## config.mk

```make
export PLATFORM = sky130hd
export DESIGN_NAME = iosel_top
export DESIGN_NICKNAME = d
export VERILOG_FILES = /design/src/iosel_pkg.sv /design/src/iosel_line_if.sv /design/src/iosel_line.sv /design/src/iosel_top.sv
export VERILOG_INCLUDE_DIRS = /design/src
export SDC_FILE = /design/constraint.sdc
export NUM_CORES = 1
export LEC_CHECK = 0
export BUFFER_PORTS_ARGS = -buffer_cell sky130_fd_sc_hd__buf_2
export CORE_ASPECT_RATIO = 0.6
export CORE_MARGIN = 2
export CORE_UTILIZATION = 45
export DETAILED_ROUTE_END_ITERATION = 10
export PLACE_DENSITY = 0.7
export SETUP_SLACK_MARGIN = 0.3
export SLEW_MARGIN = 20
export SYNTH_ARGS = -nofsm -noshare
export SYNTH_HDL_FRONTEND = slang
export SYNTH_HIERARCHICAL = 1
export SYNTH_SLANG_ARGS = --single-unit
```

## constraint.sdc

```tcl
create_clock -name clk_sys -period 9.8 [get_ports clk_sys]
set_input_delay 0.98 -clock clk_sys [delete_from_list [all_inputs] [get_ports clk_sys]]
set_output_delay 0.98 -clock clk_sys [all_outputs]
set_load 0.01 [all_outputs]
```

## src/iosel_defs.svh

```systemverilog
// Constants of the signal line function selector: addresses, codes, reset values.
// Assumes inclusion by bare name; definitions only.
//
// Contract
// RULE_01: Each line has a 16-bit selector; code 1 is a report-only general input.
// RULE_02: Code 2 is fault reset input, acting only in local control mode.
// RULE_03: Code 3 is power stage enable input, acting only in local control mode.
// RULE_04: Code 4 is an input that triggers halt.
// RULE_05: Code 9 is jog positive input, code 10 jog negative input.
// RULE_06: Code 11 is an input toggling jog between slow and fast speed. The code does not toggle: jog_fast_sel follows the line level.
// RULE_07: Code 20 is reference switch input, accepted on all four lines.
// RULE_08: Code 21, positive limit input, is selectable on line one only.
// RULE_09: Code 22, negative limit input, is selectable on line two only.
// RULE_10: Code 101 makes a general output driven by the output set register.
// RULE_11: Code 102 makes an output showing absence of a fault.
// RULE_12: Code 103 makes a ready output showing operation enabled state.
// RULE_13: Status register shows every line level, line one in bit 0.
// RULE_14: Output set bits reach a pin only when that line selects code 101.
// RULE_15: Reset defaults: positive limit, negative limit, general input, reference switch.
// RULE_16: A selector write with a code not allowed on that line is rejected.
`ifndef IOSEL_DEFS_SVH
`define IOSEL_DEFS_SVH

`define IOSEL_ADDR_SEL1     16'h0722
`define IOSEL_ADDR_SEL2     16'h0724
`define IOSEL_ADDR_SEL3     16'h0726
`define IOSEL_ADDR_SEL4     16'h0728
`define IOSEL_ADDR_OUTSET   16'h0822
`define IOSEL_ADDR_STATUS   16'h082A

`define IOSEL_F_GP_IN       16'h0001
`define IOSEL_F_FAULT_RST   16'h0002
`define IOSEL_F_ENABLE      16'h0003
`define IOSEL_F_HALT        16'h0004
`define IOSEL_F_JOG_POS     16'h0009
`define IOSEL_F_JOG_NEG     16'h000A
`define IOSEL_F_JOG_FAST    16'h000B
`define IOSEL_F_REF         16'h0014
`define IOSEL_F_LIM_POS     16'h0015
`define IOSEL_F_LIM_NEG     16'h0016
`define IOSEL_F_GP_OUT      16'h0065
`define IOSEL_F_NO_FAULT    16'h0066
`define IOSEL_F_READY       16'h0067

`define IOSEL_RST_SEL1      16'h0015
`define IOSEL_RST_SEL2      16'h0016
`define IOSEL_RST_SEL3      16'h0001
`define IOSEL_RST_SEL4      16'h0014
`define IOSEL_RST_OUTSET    4'h0

`define IOSEL_NUM_LINES     4

`endif

```

## src/iosel_pkg.sv

```systemverilog
// Types and the per-line code acceptance check of the line function selector.
// Assumes iosel_defs.svh is on the include path.
`include "iosel_defs.svh"

package iosel_pkg;

    typedef logic [15:0] iosel_code_t;

    typedef enum logic [15:0] {
        IOSEL_GP_IN     = `IOSEL_F_GP_IN,
        IOSEL_FAULT_RST = `IOSEL_F_FAULT_RST,
        IOSEL_ENABLE    = `IOSEL_F_ENABLE,
        IOSEL_HALT      = `IOSEL_F_HALT,
        IOSEL_JOG_POS   = `IOSEL_F_JOG_POS,
        IOSEL_JOG_NEG   = `IOSEL_F_JOG_NEG,
        IOSEL_JOG_FAST  = `IOSEL_F_JOG_FAST,
        IOSEL_REF       = `IOSEL_F_REF,
        IOSEL_LIM_POS   = `IOSEL_F_LIM_POS,
        IOSEL_LIM_NEG   = `IOSEL_F_LIM_NEG,
        IOSEL_GP_OUT    = `IOSEL_F_GP_OUT,
        IOSEL_NO_FAULT  = `IOSEL_F_NO_FAULT,
        IOSEL_READY     = `IOSEL_F_READY
    } iosel_func_e;

    // Limit codes belong to one line each; every other defined code is common to all, and undefined codes are rejected
    function automatic logic iosel_code_ok(input iosel_code_t code, input logic [1:0] idx);
        logic ok;
        ok = 1'b0;
        case (code)
            `IOSEL_F_GP_IN, `IOSEL_F_FAULT_RST, `IOSEL_F_ENABLE, `IOSEL_F_HALT,
            `IOSEL_F_JOG_POS, `IOSEL_F_JOG_NEG, `IOSEL_F_JOG_FAST, `IOSEL_F_REF,
            `IOSEL_F_GP_OUT, `IOSEL_F_NO_FAULT, `IOSEL_F_READY: ok = 1'b1;
            `IOSEL_F_LIM_POS: ok = (idx == 2'd0);
            `IOSEL_F_LIM_NEG: ok = (idx == 2'd1);
            default: ok = 1'b0;
        endcase
        return ok;
    endfunction

endpackage

```

## src/iosel_line_if.sv

```systemverilog
// Carrier between the selector top and one line decoder.
// Assumes the top drives the inputs of the line modport.
`timescale 1ns/100ps
`default_nettype none

interface iosel_line_if;
    logic [15:0] code;
    logic        pad_in;
    logic        out_set;
    logic        local_mode;
    logic        fault_active;
    logic        op_enabled;
    logic        drv_level;
    logic        drv_en;
    logic        act_fault_rst;
    logic        act_enable;
    logic        act_halt;
    logic        act_jog_pos;
    logic        act_jog_neg;
    logic        act_jog_fast;
    logic        act_ref;
    logic        act_lim_pos;
    logic        act_lim_neg;
    logic        level;

    modport line (
        input  code, pad_in, out_set, local_mode, fault_active, op_enabled,
        output drv_level, drv_en, act_fault_rst, act_enable, act_halt, act_jog_pos,
        output act_jog_neg, act_jog_fast, act_ref, act_lim_pos, act_lim_neg, level
    );
    modport top (
        output code, pad_in, out_set, local_mode, fault_active, op_enabled,
        input  drv_level, drv_en, act_fault_rst, act_enable, act_halt, act_jog_pos,
        input  act_jog_neg, act_jog_fast, act_ref, act_lim_pos, act_lim_neg, level
    );
endinterface

`default_nettype wire

```

## src/iosel_line.sv

```systemverilog
// Decoder for one signal line: turns its selector code into a drive or an action.
// Assumes the code was already accepted for this line; purely combinational.
`timescale 1ns/100ps
`default_nettype none
`include "iosel_defs.svh"

module iosel_line #(
    parameter int unsigned LINE_IDX = 0
) (
    iosel_line_if.line lif // Line carrier
);

    if (LINE_IDX >= `IOSEL_NUM_LINES) begin : g_chk
        $error("iosel_line: LINE_IDX out of range");
    end

    always_comb begin
        lif.drv_level     = 1'b0;
        lif.drv_en        = 1'b0;
        lif.act_fault_rst = 1'b0;
        lif.act_enable    = 1'b0;
        lif.act_halt      = 1'b0;
        lif.act_jog_pos   = 1'b0;
        lif.act_jog_neg   = 1'b0;
        lif.act_jog_fast  = 1'b0;
        lif.act_ref       = 1'b0;
        lif.act_lim_pos   = 1'b0;
        lif.act_lim_neg   = 1'b0;
        case (lif.code)
            `IOSEL_F_GP_IN:     ; // RULE_01
            `IOSEL_F_FAULT_RST: lif.act_fault_rst = lif.pad_in & lif.local_mode; // RULE_02
            `IOSEL_F_ENABLE:    lif.act_enable = lif.pad_in & lif.local_mode; // RULE_03
            `IOSEL_F_HALT:      lif.act_halt = lif.pad_in; // RULE_04
            `IOSEL_F_JOG_POS:   lif.act_jog_pos = lif.pad_in; // RULE_05
            `IOSEL_F_JOG_NEG:   lif.act_jog_neg = lif.pad_in; // RULE_05
            `IOSEL_F_JOG_FAST:  lif.act_jog_fast = lif.pad_in; // RULE_06
            `IOSEL_F_REF:       lif.act_ref = lif.pad_in; // RULE_07
            `IOSEL_F_LIM_POS:   lif.act_lim_pos = lif.pad_in; // RULE_08
            `IOSEL_F_LIM_NEG:   lif.act_lim_neg = lif.pad_in; // RULE_09
            `IOSEL_F_GP_OUT: begin
                lif.drv_en    = 1'b1;
                lif.drv_level = lif.out_set; // RULE_10 RULE_14
            end
            `IOSEL_F_NO_FAULT: begin
                lif.drv_en    = 1'b1;
                lif.drv_level = ~lif.fault_active; // RULE_11
            end
            `IOSEL_F_READY: begin
                lif.drv_en    = 1'b1;
                lif.drv_level = lif.op_enabled; // RULE_12
            end
            default: ;
        endcase
        lif.level = lif.drv_en ? lif.drv_level : lif.pad_in; // RULE_13
    end

endmodule

`default_nettype wire

```

## src/iosel_top.sv

```systemverilog
// Function selector for four bidirectional signal lines with its parameter port.
// Assumes a parameter port with one-cycle request pulses; all inputs except rst_b synchronous to clk_sys.
`timescale 1ns/100ps
`default_nettype none
`include "iosel_defs.svh"

module iosel_top #(
    parameter int unsigned NUM_LINES = `IOSEL_NUM_LINES
) (
    input  wire logic        clk_sys,              // System clock, 100 MHz
    input  wire logic        rst_b,                // Asynchronous reset, active low
    input  wire logic        par_req,              // Parameter access request pulse
    input  wire logic        par_we,               // Access is a write
    input  wire logic [15:0] par_addr,             // Parameter address
    input  wire logic [15:0] par_wdata,            // Write data
    output logic      [15:0] par_rdata,            // Read data
    output logic             par_ack,              // Access answered
    output logic             par_err,              // Unmapped address, rejected code or status write
    input  wire logic [3:0]  line_in,              // Line pin levels
    output logic      [3:0]  line_out,             // Line drive levels
    output logic      [3:0]  line_oe,              // Line drive enables
    input  wire logic        local_mode,           // Drive in local control mode
    input  wire logic        fault_active,         // Drive has an error pending
    input  wire logic        op_enabled,           // Drive in operation enabled state
    output logic             fault_reset_req,      // Fault reset input active
    output logic             power_enable_req,     // Power stage enable input active
    output logic             halt_req,             // Halt input active
    output logic             jog_pos_req,          // Jog positive input active
    output logic             jog_neg_req,          // Jog negative input active
    output logic             jog_fast_sel,         // Jog fast selected
    output logic             reference_switch,     // Reference switch level
    output logic             positive_limit_input, // Positive limit switch level
    output logic             negative_limit_input  // Negative limit switch level
);

    if (NUM_LINES != `IOSEL_NUM_LINES) begin : g_chk
        $error("iosel_top: only four lines are supported");
    end

    logic rst_meta;
    logic rst_n;

    always_ff @(posedge clk_sys or negedge rst_b) begin
        if (!rst_b) begin
            rst_meta <= 1'b0;
            rst_n    <= 1'b0;
        end else begin
            rst_meta <= 1'b1;
            rst_n    <= rst_meta;
        end
    end

    iosel_pkg::iosel_code_t sel      [4];
    iosel_pkg::iosel_code_t next_sel [4];
    logic [3:0]             out_set;
    logic [3:0]             next_out_set;
    logic [15:0]            next_rdata;
    logic                   next_err;
    logic [1:0]             acc_idx;
    logic [3:0]             lvl;
    logic [3:0]             v_lvl;
    logic [3:0]             v_out;
    logic [3:0]             v_oe;
    logic [3:0]             v_frst;
    logic [3:0]             v_en;
    logic [3:0]             v_halt;
    logic [3:0]             v_jp;
    logic [3:0]             v_jn;
    logic [3:0]             v_jf;
    logic [3:0]             v_ref;
    logic [3:0]             v_lp;
    logic [3:0]             v_ln;

    iosel_line_if lif [4] ();

    for (genvar i = 0; i < 4; i++) begin : g_line
        assign lif[i].code         = sel[i];
        assign lif[i].pad_in       = line_in[i];
        assign lif[i].out_set      = out_set[i];
        assign lif[i].local_mode   = local_mode;
        assign lif[i].fault_active = fault_active;
        assign lif[i].op_enabled   = op_enabled;
        assign v_out[i]            = lif[i].drv_level;
        assign v_oe[i]             = lif[i].drv_en;
        assign v_frst[i]           = lif[i].act_fault_rst;
        assign v_en[i]             = lif[i].act_enable;
        assign v_halt[i]           = lif[i].act_halt;
        assign v_jp[i]             = lif[i].act_jog_pos;
        assign v_jn[i]             = lif[i].act_jog_neg;
        assign v_jf[i]             = lif[i].act_jog_fast;
        assign v_ref[i]            = lif[i].act_ref;
        assign v_lp[i]             = lif[i].act_lim_pos;
        assign v_ln[i]             = lif[i].act_lim_neg;
        assign v_lvl[i]            = lif[i].level;

        iosel_line #(
            .LINE_IDX (i)
        ) u_line (
            .lif (lif[i].line)
        );
    end

    // Register access: one-cycle answer, rejected writes keep the old code
    always_comb begin
        // Selector index from the word address; meaningful on selector addresses only
        acc_idx      = 2'(par_addr[3:1] - 3'd1);
        next_sel     = sel;
        next_out_set = out_set;
        next_rdata   = 16'h0000;
        next_err     = 1'b0;
        if (par_req) begin
            unique case (par_addr)
                `IOSEL_ADDR_SEL1, `IOSEL_ADDR_SEL2, `IOSEL_ADDR_SEL3, `IOSEL_ADDR_SEL4: begin
                    next_rdata = sel[acc_idx];
                    if (par_we) begin
                        if (iosel_pkg::iosel_code_ok(par_wdata, acc_idx)) begin
                            next_sel[acc_idx] = par_wdata; // RULE_01 RULE_07
                        end else begin
                            next_err = 1'b1; // RULE_08 RULE_09 RULE_16
                        end
                    end
                end
                `IOSEL_ADDR_OUTSET: begin
                    next_rdata = {12'h000, out_set};
                    if (par_we) begin
                        next_out_set = par_wdata[3:0];
                    end
                end
                `IOSEL_ADDR_STATUS: begin
                    next_rdata = {12'h000, lvl}; // RULE_13
                    next_err   = par_we;
                end
                default: next_err = 1'b1;
            endcase
        end
    end

    always_ff @(posedge clk_sys or negedge rst_n) begin
        if (!rst_n) begin
            sel[0]    <= `IOSEL_RST_SEL1; // RULE_15
            sel[1]    <= `IOSEL_RST_SEL2; // RULE_15
            sel[2]    <= `IOSEL_RST_SEL3; // RULE_15
            sel[3]    <= `IOSEL_RST_SEL4; // RULE_15
            out_set   <= `IOSEL_RST_OUTSET;
            par_rdata <= 16'h0000;
            par_ack   <= 1'b0;
            par_err   <= 1'b0;
        end else begin
            sel       <= next_sel;
            out_set   <= next_out_set;
            par_rdata <= next_rdata;
            par_ack   <= par_req;
            par_err   <= next_err;
        end
    end

    // Pin and action outputs, one flop after decode
    always_ff @(posedge clk_sys or negedge rst_n) begin
        if (!rst_n) begin
            lvl                  <= 4'h0;
            line_out             <= 4'h0;
            line_oe              <= 4'h0;
            fault_reset_req      <= 1'b0;
            power_enable_req     <= 1'b0;
            halt_req             <= 1'b0;
            jog_pos_req          <= 1'b0;
            jog_neg_req          <= 1'b0;
            jog_fast_sel         <= 1'b0;
            reference_switch     <= 1'b0;
            positive_limit_input <= 1'b0;
            negative_limit_input <= 1'b0;
        end else begin
            lvl                  <= v_lvl;
            line_out             <= v_out;
            line_oe              <= v_oe;
            fault_reset_req      <= |v_frst;
            power_enable_req     <= |v_en;
            halt_req             <= |v_halt;
            jog_pos_req          <= |v_jp;
            jog_neg_req          <= |v_jn;
            jog_fast_sel         <= |v_jf;
            reference_switch     <= |v_ref;
            positive_limit_input <= |v_lp;
            negative_limit_input <= |v_ln;
        end
    end
endmodule

`default_nettype wire

```

# Word level (Yosys, flattened, before mapping)
# Index checks and enable logic that the tools add are counted.
totals:
  output_inout_bits: 35
  word_cells: 182
  in_bits: 43
  reg_bits: 109
classes:
  magnitude_cmp: 2
  eq_ne: 68
  muxes: 64
  bitwise: 6
  n_addsub: 1
  n_reduce_logical: 19
ops:
  columns: ["cell", "n"]
  rows:
  - ["== test 16 x 4 -> 1 bit (second input constant)", 15]
  - ["== test 16 x 5 -> 1 bit (second input constant)", 15]
  - ["== test 16 x 7 -> 1 bit (second input constant)", 15]
  - ["== test 16 x 2 -> 1 bit (second input constant)", 10]
  - ["== test 16 x 3 -> 1 bit (second input constant)", 5]
  - ["bitwise mux 64 bit", 1]
  - ["== test 16 x 11 -> 1 bit (second input constant)", 4]
  - ["two-way mux 16 bit", 4]
  - ["two-way mux 1 bit", 50]
  - ["one-hot mux 16 bit (3 select lines)", 1]
  - ["OR reduction 4 bit", 10]
  - ["binary-select mux 16 bit (select 2 bit)", 1]
  - ["demux 16 bit (select 2 bit)", 1]
  - ["== test 16 x 12 -> 1 bit (second input constant)", 2]
  - ["one-hot mux 1 bit (3 select lines)", 6]
  - ["== test 16 x 1 -> 1 bit (second input constant)", 1]
  - ["OR reduction 3 bit", 4]
  - ["OR reduction 11 bit", 1]
  - ["bitwise AND 1 bit", 4]
  - ["AND reduction 4 bit", 1]
  - [">= comparator 3 bit (second input constant)", 1]
  - ["less-than comparator 3 x 1 -> 1 bit (second input constant)", 1]
  - ["NOT 2 -> 3 bit", 1]
  - ["AND reduction 3 bit", 1]
  - ["other kinds (5)", 5]

# Longest topological paths before layout
logic_depth:
  depth_word: 10
  depth_mapped: 10
  depth_no_buf: 7

# Modules after synthesis
# Netlist, hierarchy kept.
by_module_without_submodules:
  columns: ["module", "n_inst", "area_per_inst_um2", "cells_each"]
  rows:
  - ["iosel_top", 1, 4394.2, 282]
  - ["iosel_line", 4, 215.2, 36]

# Least setup slack after synthesis
# Ideal clock, no wire load.
synth_timing:
  path_kind: "input -> register"
  startpoint: "in par_addr[1]"
  endpoint: "reg sel, in the netlist lif[1].code[6]"
  setup_time_ns: 0.128
  slack_ns: 6.495
  path_stages: 10
  arrival_time_ns: 3.177
  cell_sequence: "buf_6 -> buf_1 -> inv_1 -> ha_1 -> a21boi_0 -> o22a_1 -> o22ai_2 -> nand4_4 -> clkbuf_1 -> mux2_1"
synth_between:
  elab_chain_cells: 7
  elab_cells_between_ends: 20
  cone_classes: "add/sub (1); order compare (2); eq/ne (5); mux (7); bitwise (1); reduce/logical (4)"
synth_rtl:
  columns: ["element", "line_no", "text"]
  rows:
  - ["from (decl)", "iosel_top.sv:14", "input wire logic [15:0] par_addr,"]
  - ["subtractor 2 x 1 -> 2 bit", "iosel_top.sv:106", "acc_idx = 2'(par_addr[3:1] - 3'd1);"]
  - ["== test 2 x 1 -> 1 bit, or another cell as far along", "iosel_pkg.sv:34", "`IOSEL_F_LIM_NEG: ok = (idx == 2'd1);"]
  - ["one-hot mux 1 bit (3 select lines), or another cell as far along", "iosel_pkg.sv:29", "case (code)"]
  - ["two-way mux 1 bit / logical AND 1 bit (equally long branches)", "iosel_top.sv:115, iosel_top.sv:117", null]
  - ["two-way mux 1 bit / two-way mux 16 bit (equally long branches)", "iosel_top.sv:112, iosel_top.sv:117", null]
  - ["two-way mux 1 bit / demux 16 bit (select 2 bit) (equally long branches)", "iosel_top.sv:111, iosel_top.sv:117", null]
  - ["AND reduction 4 bit (no source line) / bitwise mux 64 bit (equally long branches)", null, null]
  - ["to (signal assigned)", "iosel_top.sv:149", "sel <= next_sel;"]
  - ["to (decl)", "iosel_top.sv:53", "iosel_pkg::iosel_code_t sel [4];"]
# Parallel ways exist; a longest one is shown, timed or not. The select of a mux whose other input is x is not followed.
# A chain may end at the register's enable or synchronous reset.

# Final worst setup path
layout_timing:
  startpoint: "in par_addr[1]"
  endpoint: "reg sel, in the netlist lif[3].code[6]"
# The elaborated chain is that of the path after synthesis.

==> results_dict.tcl <==
set metrics [dict create \
    status "completed" \
    drtIter0Drc 346 \
    p_leak_nw 2.93 \
    met2_length_mm 5.68 \
    crit_arrival_ps 3490 \
    max_stage_delay_ps 670 \
    io_buffers 77 \
    synth-seq-cells 109 \
    wl_met3_mm 1.68 \
    crit_path_cell_trace "buf_2, or3_1, nand3_1, nor3_4, nand4_2, mux2_4" \
    hold_class "reg2async" \
    met1_length_mm 6.63 \
    maxSlewHeadroom_pct 43.9 \
    synth_area_mm2 0.00526 \
    h-tree-depth 3 \
    p_int_w 0.000651 \
    crit_required_ps 10030 \
    routed_via_density 5.92 \
    critPathKind "in2reg" \
    post-route-period-util_pct 33.2 \
    most-common-layout-cells "dfrtp_1 (99), buf_2 (77), nor2_1 (54), and2_2 (29), mux2_2 (28)" \
    ys_seq_area_share_pct 52.1 \
    drc 0 \
    nets 551 \
    cts.sinks 109 \
    rr_startpoint "lif[0].code[2]" \
    ir_worst_vdd_v 0.0000985 \
    ctsHoldBuffers 0 \
    maxSlewViolCount 0 \
    rr_worst_depth 4 \
    rsz0062_at_grt "false" \
    grt_pass1_vias 3762 \
    cts_resized 0 \
    clkTransAtPathRegs_ps 80 \
    postCtsSetupBuffers 0 \
    io-pin-count 78 \
    cts_tree "built" \
    dpl_cell_area_mm2 0.00578 \
    reg2reg_slack_ps 7640 \
    finalSetupTns_ps 0 \
    clockBufferDepth 2 \
    initial_core_util_pct 46.4 \
    highest_layer "met4" \
    cts_buffers 9 \
    synth_edf_count 0 \
    setup_viol_count_final 0 \
    die_w_um 144 \
    p_sw_w 0.000216 \
    switching_share_pct 25.0 \
    wl_per_cell_um 21.1 \
    num_antenna_cells 0 \
    drive_gt1_share_pct 38.7 \
    startpoint_type "primary input" \
    ys_types 49 \
    yosys_most_used_dff "dfrtp_1" \
    pwr-share-comb_pct 4.7 \
    grt-ovfl-total 0 \
    hold_violations 0 \
    cp_slowest_cell "nor3_4" \
    coreArea_mm2 0.0113 \
    fmax_mhz 307 \
    p_clk_share_pct 42.7 \
    insertion_delay_ps 360 \
    dieHeight_um 87.7 \
    finalInstanceArea_mm2 0.00609 \
    syn-instance-count 426 \
    r2r-end "lvl[0]" \
    std_cell_rows 30 \
    layout_commonest_cell "dfrtp_1" \
    fin_skew_ps 13.2 \
    drv_cap 0 \
    p_per_area_mw_per_mm2 142 \
    place.gp.congestion 0.951 \
    ys_warn_count 6 \
    grt_first_pass_wirelength_mm 21.7 \
    dp.cells 653 \
    syn_avg_cell_area_um2 12.3 \
    die-area_mm2 0.0126 \
    fin_crit_ps 3260 \
    grt_max_degree 58 \
    async_reset_ff_share_pct 100 \
    wl_mm 14.1 \
    tightestPinTransition_ps 830 \
    firstDrtPassIters 6 \
    fin_ws_ps 6540 \
    clockRootBuffer "clkbuf_16" \
    area_delta_synth_final_pct 15.9 \
    dp_hpwl_mm 10.7 \
    end_kind "flop" \
    final_cells 669 \
    vias 3962 \
    ant_nets 0 \
    p_seq_share_pct 52.6 \
    grt_usage_pct 23.7 \
    crit_fanout 22 \
    dpl_worst_slack_ps 6200 \
    syn_nets 473 \
    antenna_found_initial 0 \
]
[metrics by stage]
| stage | utilization (%) | total power (W) | hold slack, ps |
|---|---|---|---|
| after global placement | 51.0 | 0.000504 | 342 |
| after CTS | 53.7 | 0.000876 | 366 |
| final | 53.7 | 0.000867 | 357 |
| after detailed placement | 51.0 | 0.000506 | 338 |
| after floorplan | - | 0.000485 | 331 |
| after global routing | 53.7 | 0.000896 | 371 |
[cell usage after synthesis (4+ instances only)]
| cell | n | share of area [%] |
|---|---|---|
| nor3_1 | 8 | 0.76 |
| mux2_2 | 28 | 6.0 |
| or4_1 | 13 | 1.9 |
| nand4_1 | 9 | 1.1 |
| mux4_2 | 16 | 6.9 |
| nor3_2 | 4 | 0.76 |
| a2bb2oi_1 | 4 | 0.67 |
| and4_1 | 4 | 0.67 |
| mux2i_1 | 4 | 0.76 |
| inv_1 | 10 | 0.71 |
| a21oi_1 | 4 | 0.38 |
| dfrtp_1 | 100 | 48 |
| nor4b_1 | 10 | 1.7 |
| nor3b_1 | 4 | 0.57 |
| clkbuf_1 | 4 | 0.29 |
| nand3b_1 | 4 | 0.57 |
| and2_1 | 19 | 2.3 |
| nand2b_1 | 8 | 0.95 |
| nand2_1 | 13 | 0.93 |
| and4bb_2 | 4 | 0.95 |
| dfstp_2 | 9 | 4.5 |
| and3_1 | 4 | 0.48 |
| buf_6 | 4 | 0.86 |
| nor4_1 | 7 | 0.83 |
| ha_1 | 4 | 0.95 |
| nand4b_1 | 4 | 0.67 |
| a222oi_1 | 4 | 0.76 |
| nor2_1 | 54 | 3.9 |
| nand3_1 | 8 | 0.76 |
| and2_2 | 29 | 4.1 |
| o211ai_1 | 4 | 0.57 |
[cells by family after synthesis]
logic type,Yosys count,share of synthesized area [%]
flops,109,52.1
other cells,1,0.0714
fa+ha+maj,4,0.952
buf+inv,21,2.12
compound gates,23,3.55
simple gates,216,26.5
mux,52,14.7
[state kept, by name, summed over array words and instances, names as in the netlist, 4 cells and up]
name       cells
line_out       4
lvl            4
par_rdata     16
out_set        4
line_oe        4
lif.code      64
[area by class of cell]
cell class | count | area, um^2
Fill cell | 1010 | 5240
Sequential cell | 109 | 2740
Tap cell | 160 | 200
Timing Repair Buffer | 78 | 393
Multi-Input combinational cell | 296 | 2400
Clock buffer | 9 | 225
Inverter | 10 | 37.5
Clock inverter | 7 | 88.8
[how the worst max path moves through the flow]
stage / slack (ps) / to / cells after the start / start
after floorplan: 6500 / lif[1].code[6] / 10 / par_addr[1]
after global placement: 6280 / lif[0].code[6] / 6 / par_addr[1]
after detailed placement: 6200 / lif[3].code[6] / 6 / par_addr[1]
after CTS: 6560 / lif[3].code[6] / 6 / par_addr[1]
after global routing: 6320 / lif[3].code[6] / 6 / par_addr[1]
final: 6540 / lif[3].code[6] / 6 / par_addr[1]
[power by group through the flow]
stage          combinational, W  sequential, W  clock [W]
3_3_place_gp          0.0000395       0.000465          0
2_1_floorplan         0.0000179       0.000467          0
3_5_place_dp          0.0000407       0.000465          0
4_1_cts               0.0000411       0.000456   0.000378
6_report              0.0000410       0.000456   0.000370
5_1_grt               0.0000455       0.000457   0.000394
[routing by layer]
metal | global-route usage, % | vias to the layer above
met4 | 4.90 | 0
met3 | 8.37 | 12
li1 | - | 1728
met5 | 0 | -
met1 | 36.8 | 1973
met2 | 31.7 | 249
[worst max-delay path, delay by kind of cell]
family,cells,cell delay (ps)
buf+inv,1,510
mux,1,430
simple gates,4,1560
Power figures use the tool's default switching activity.
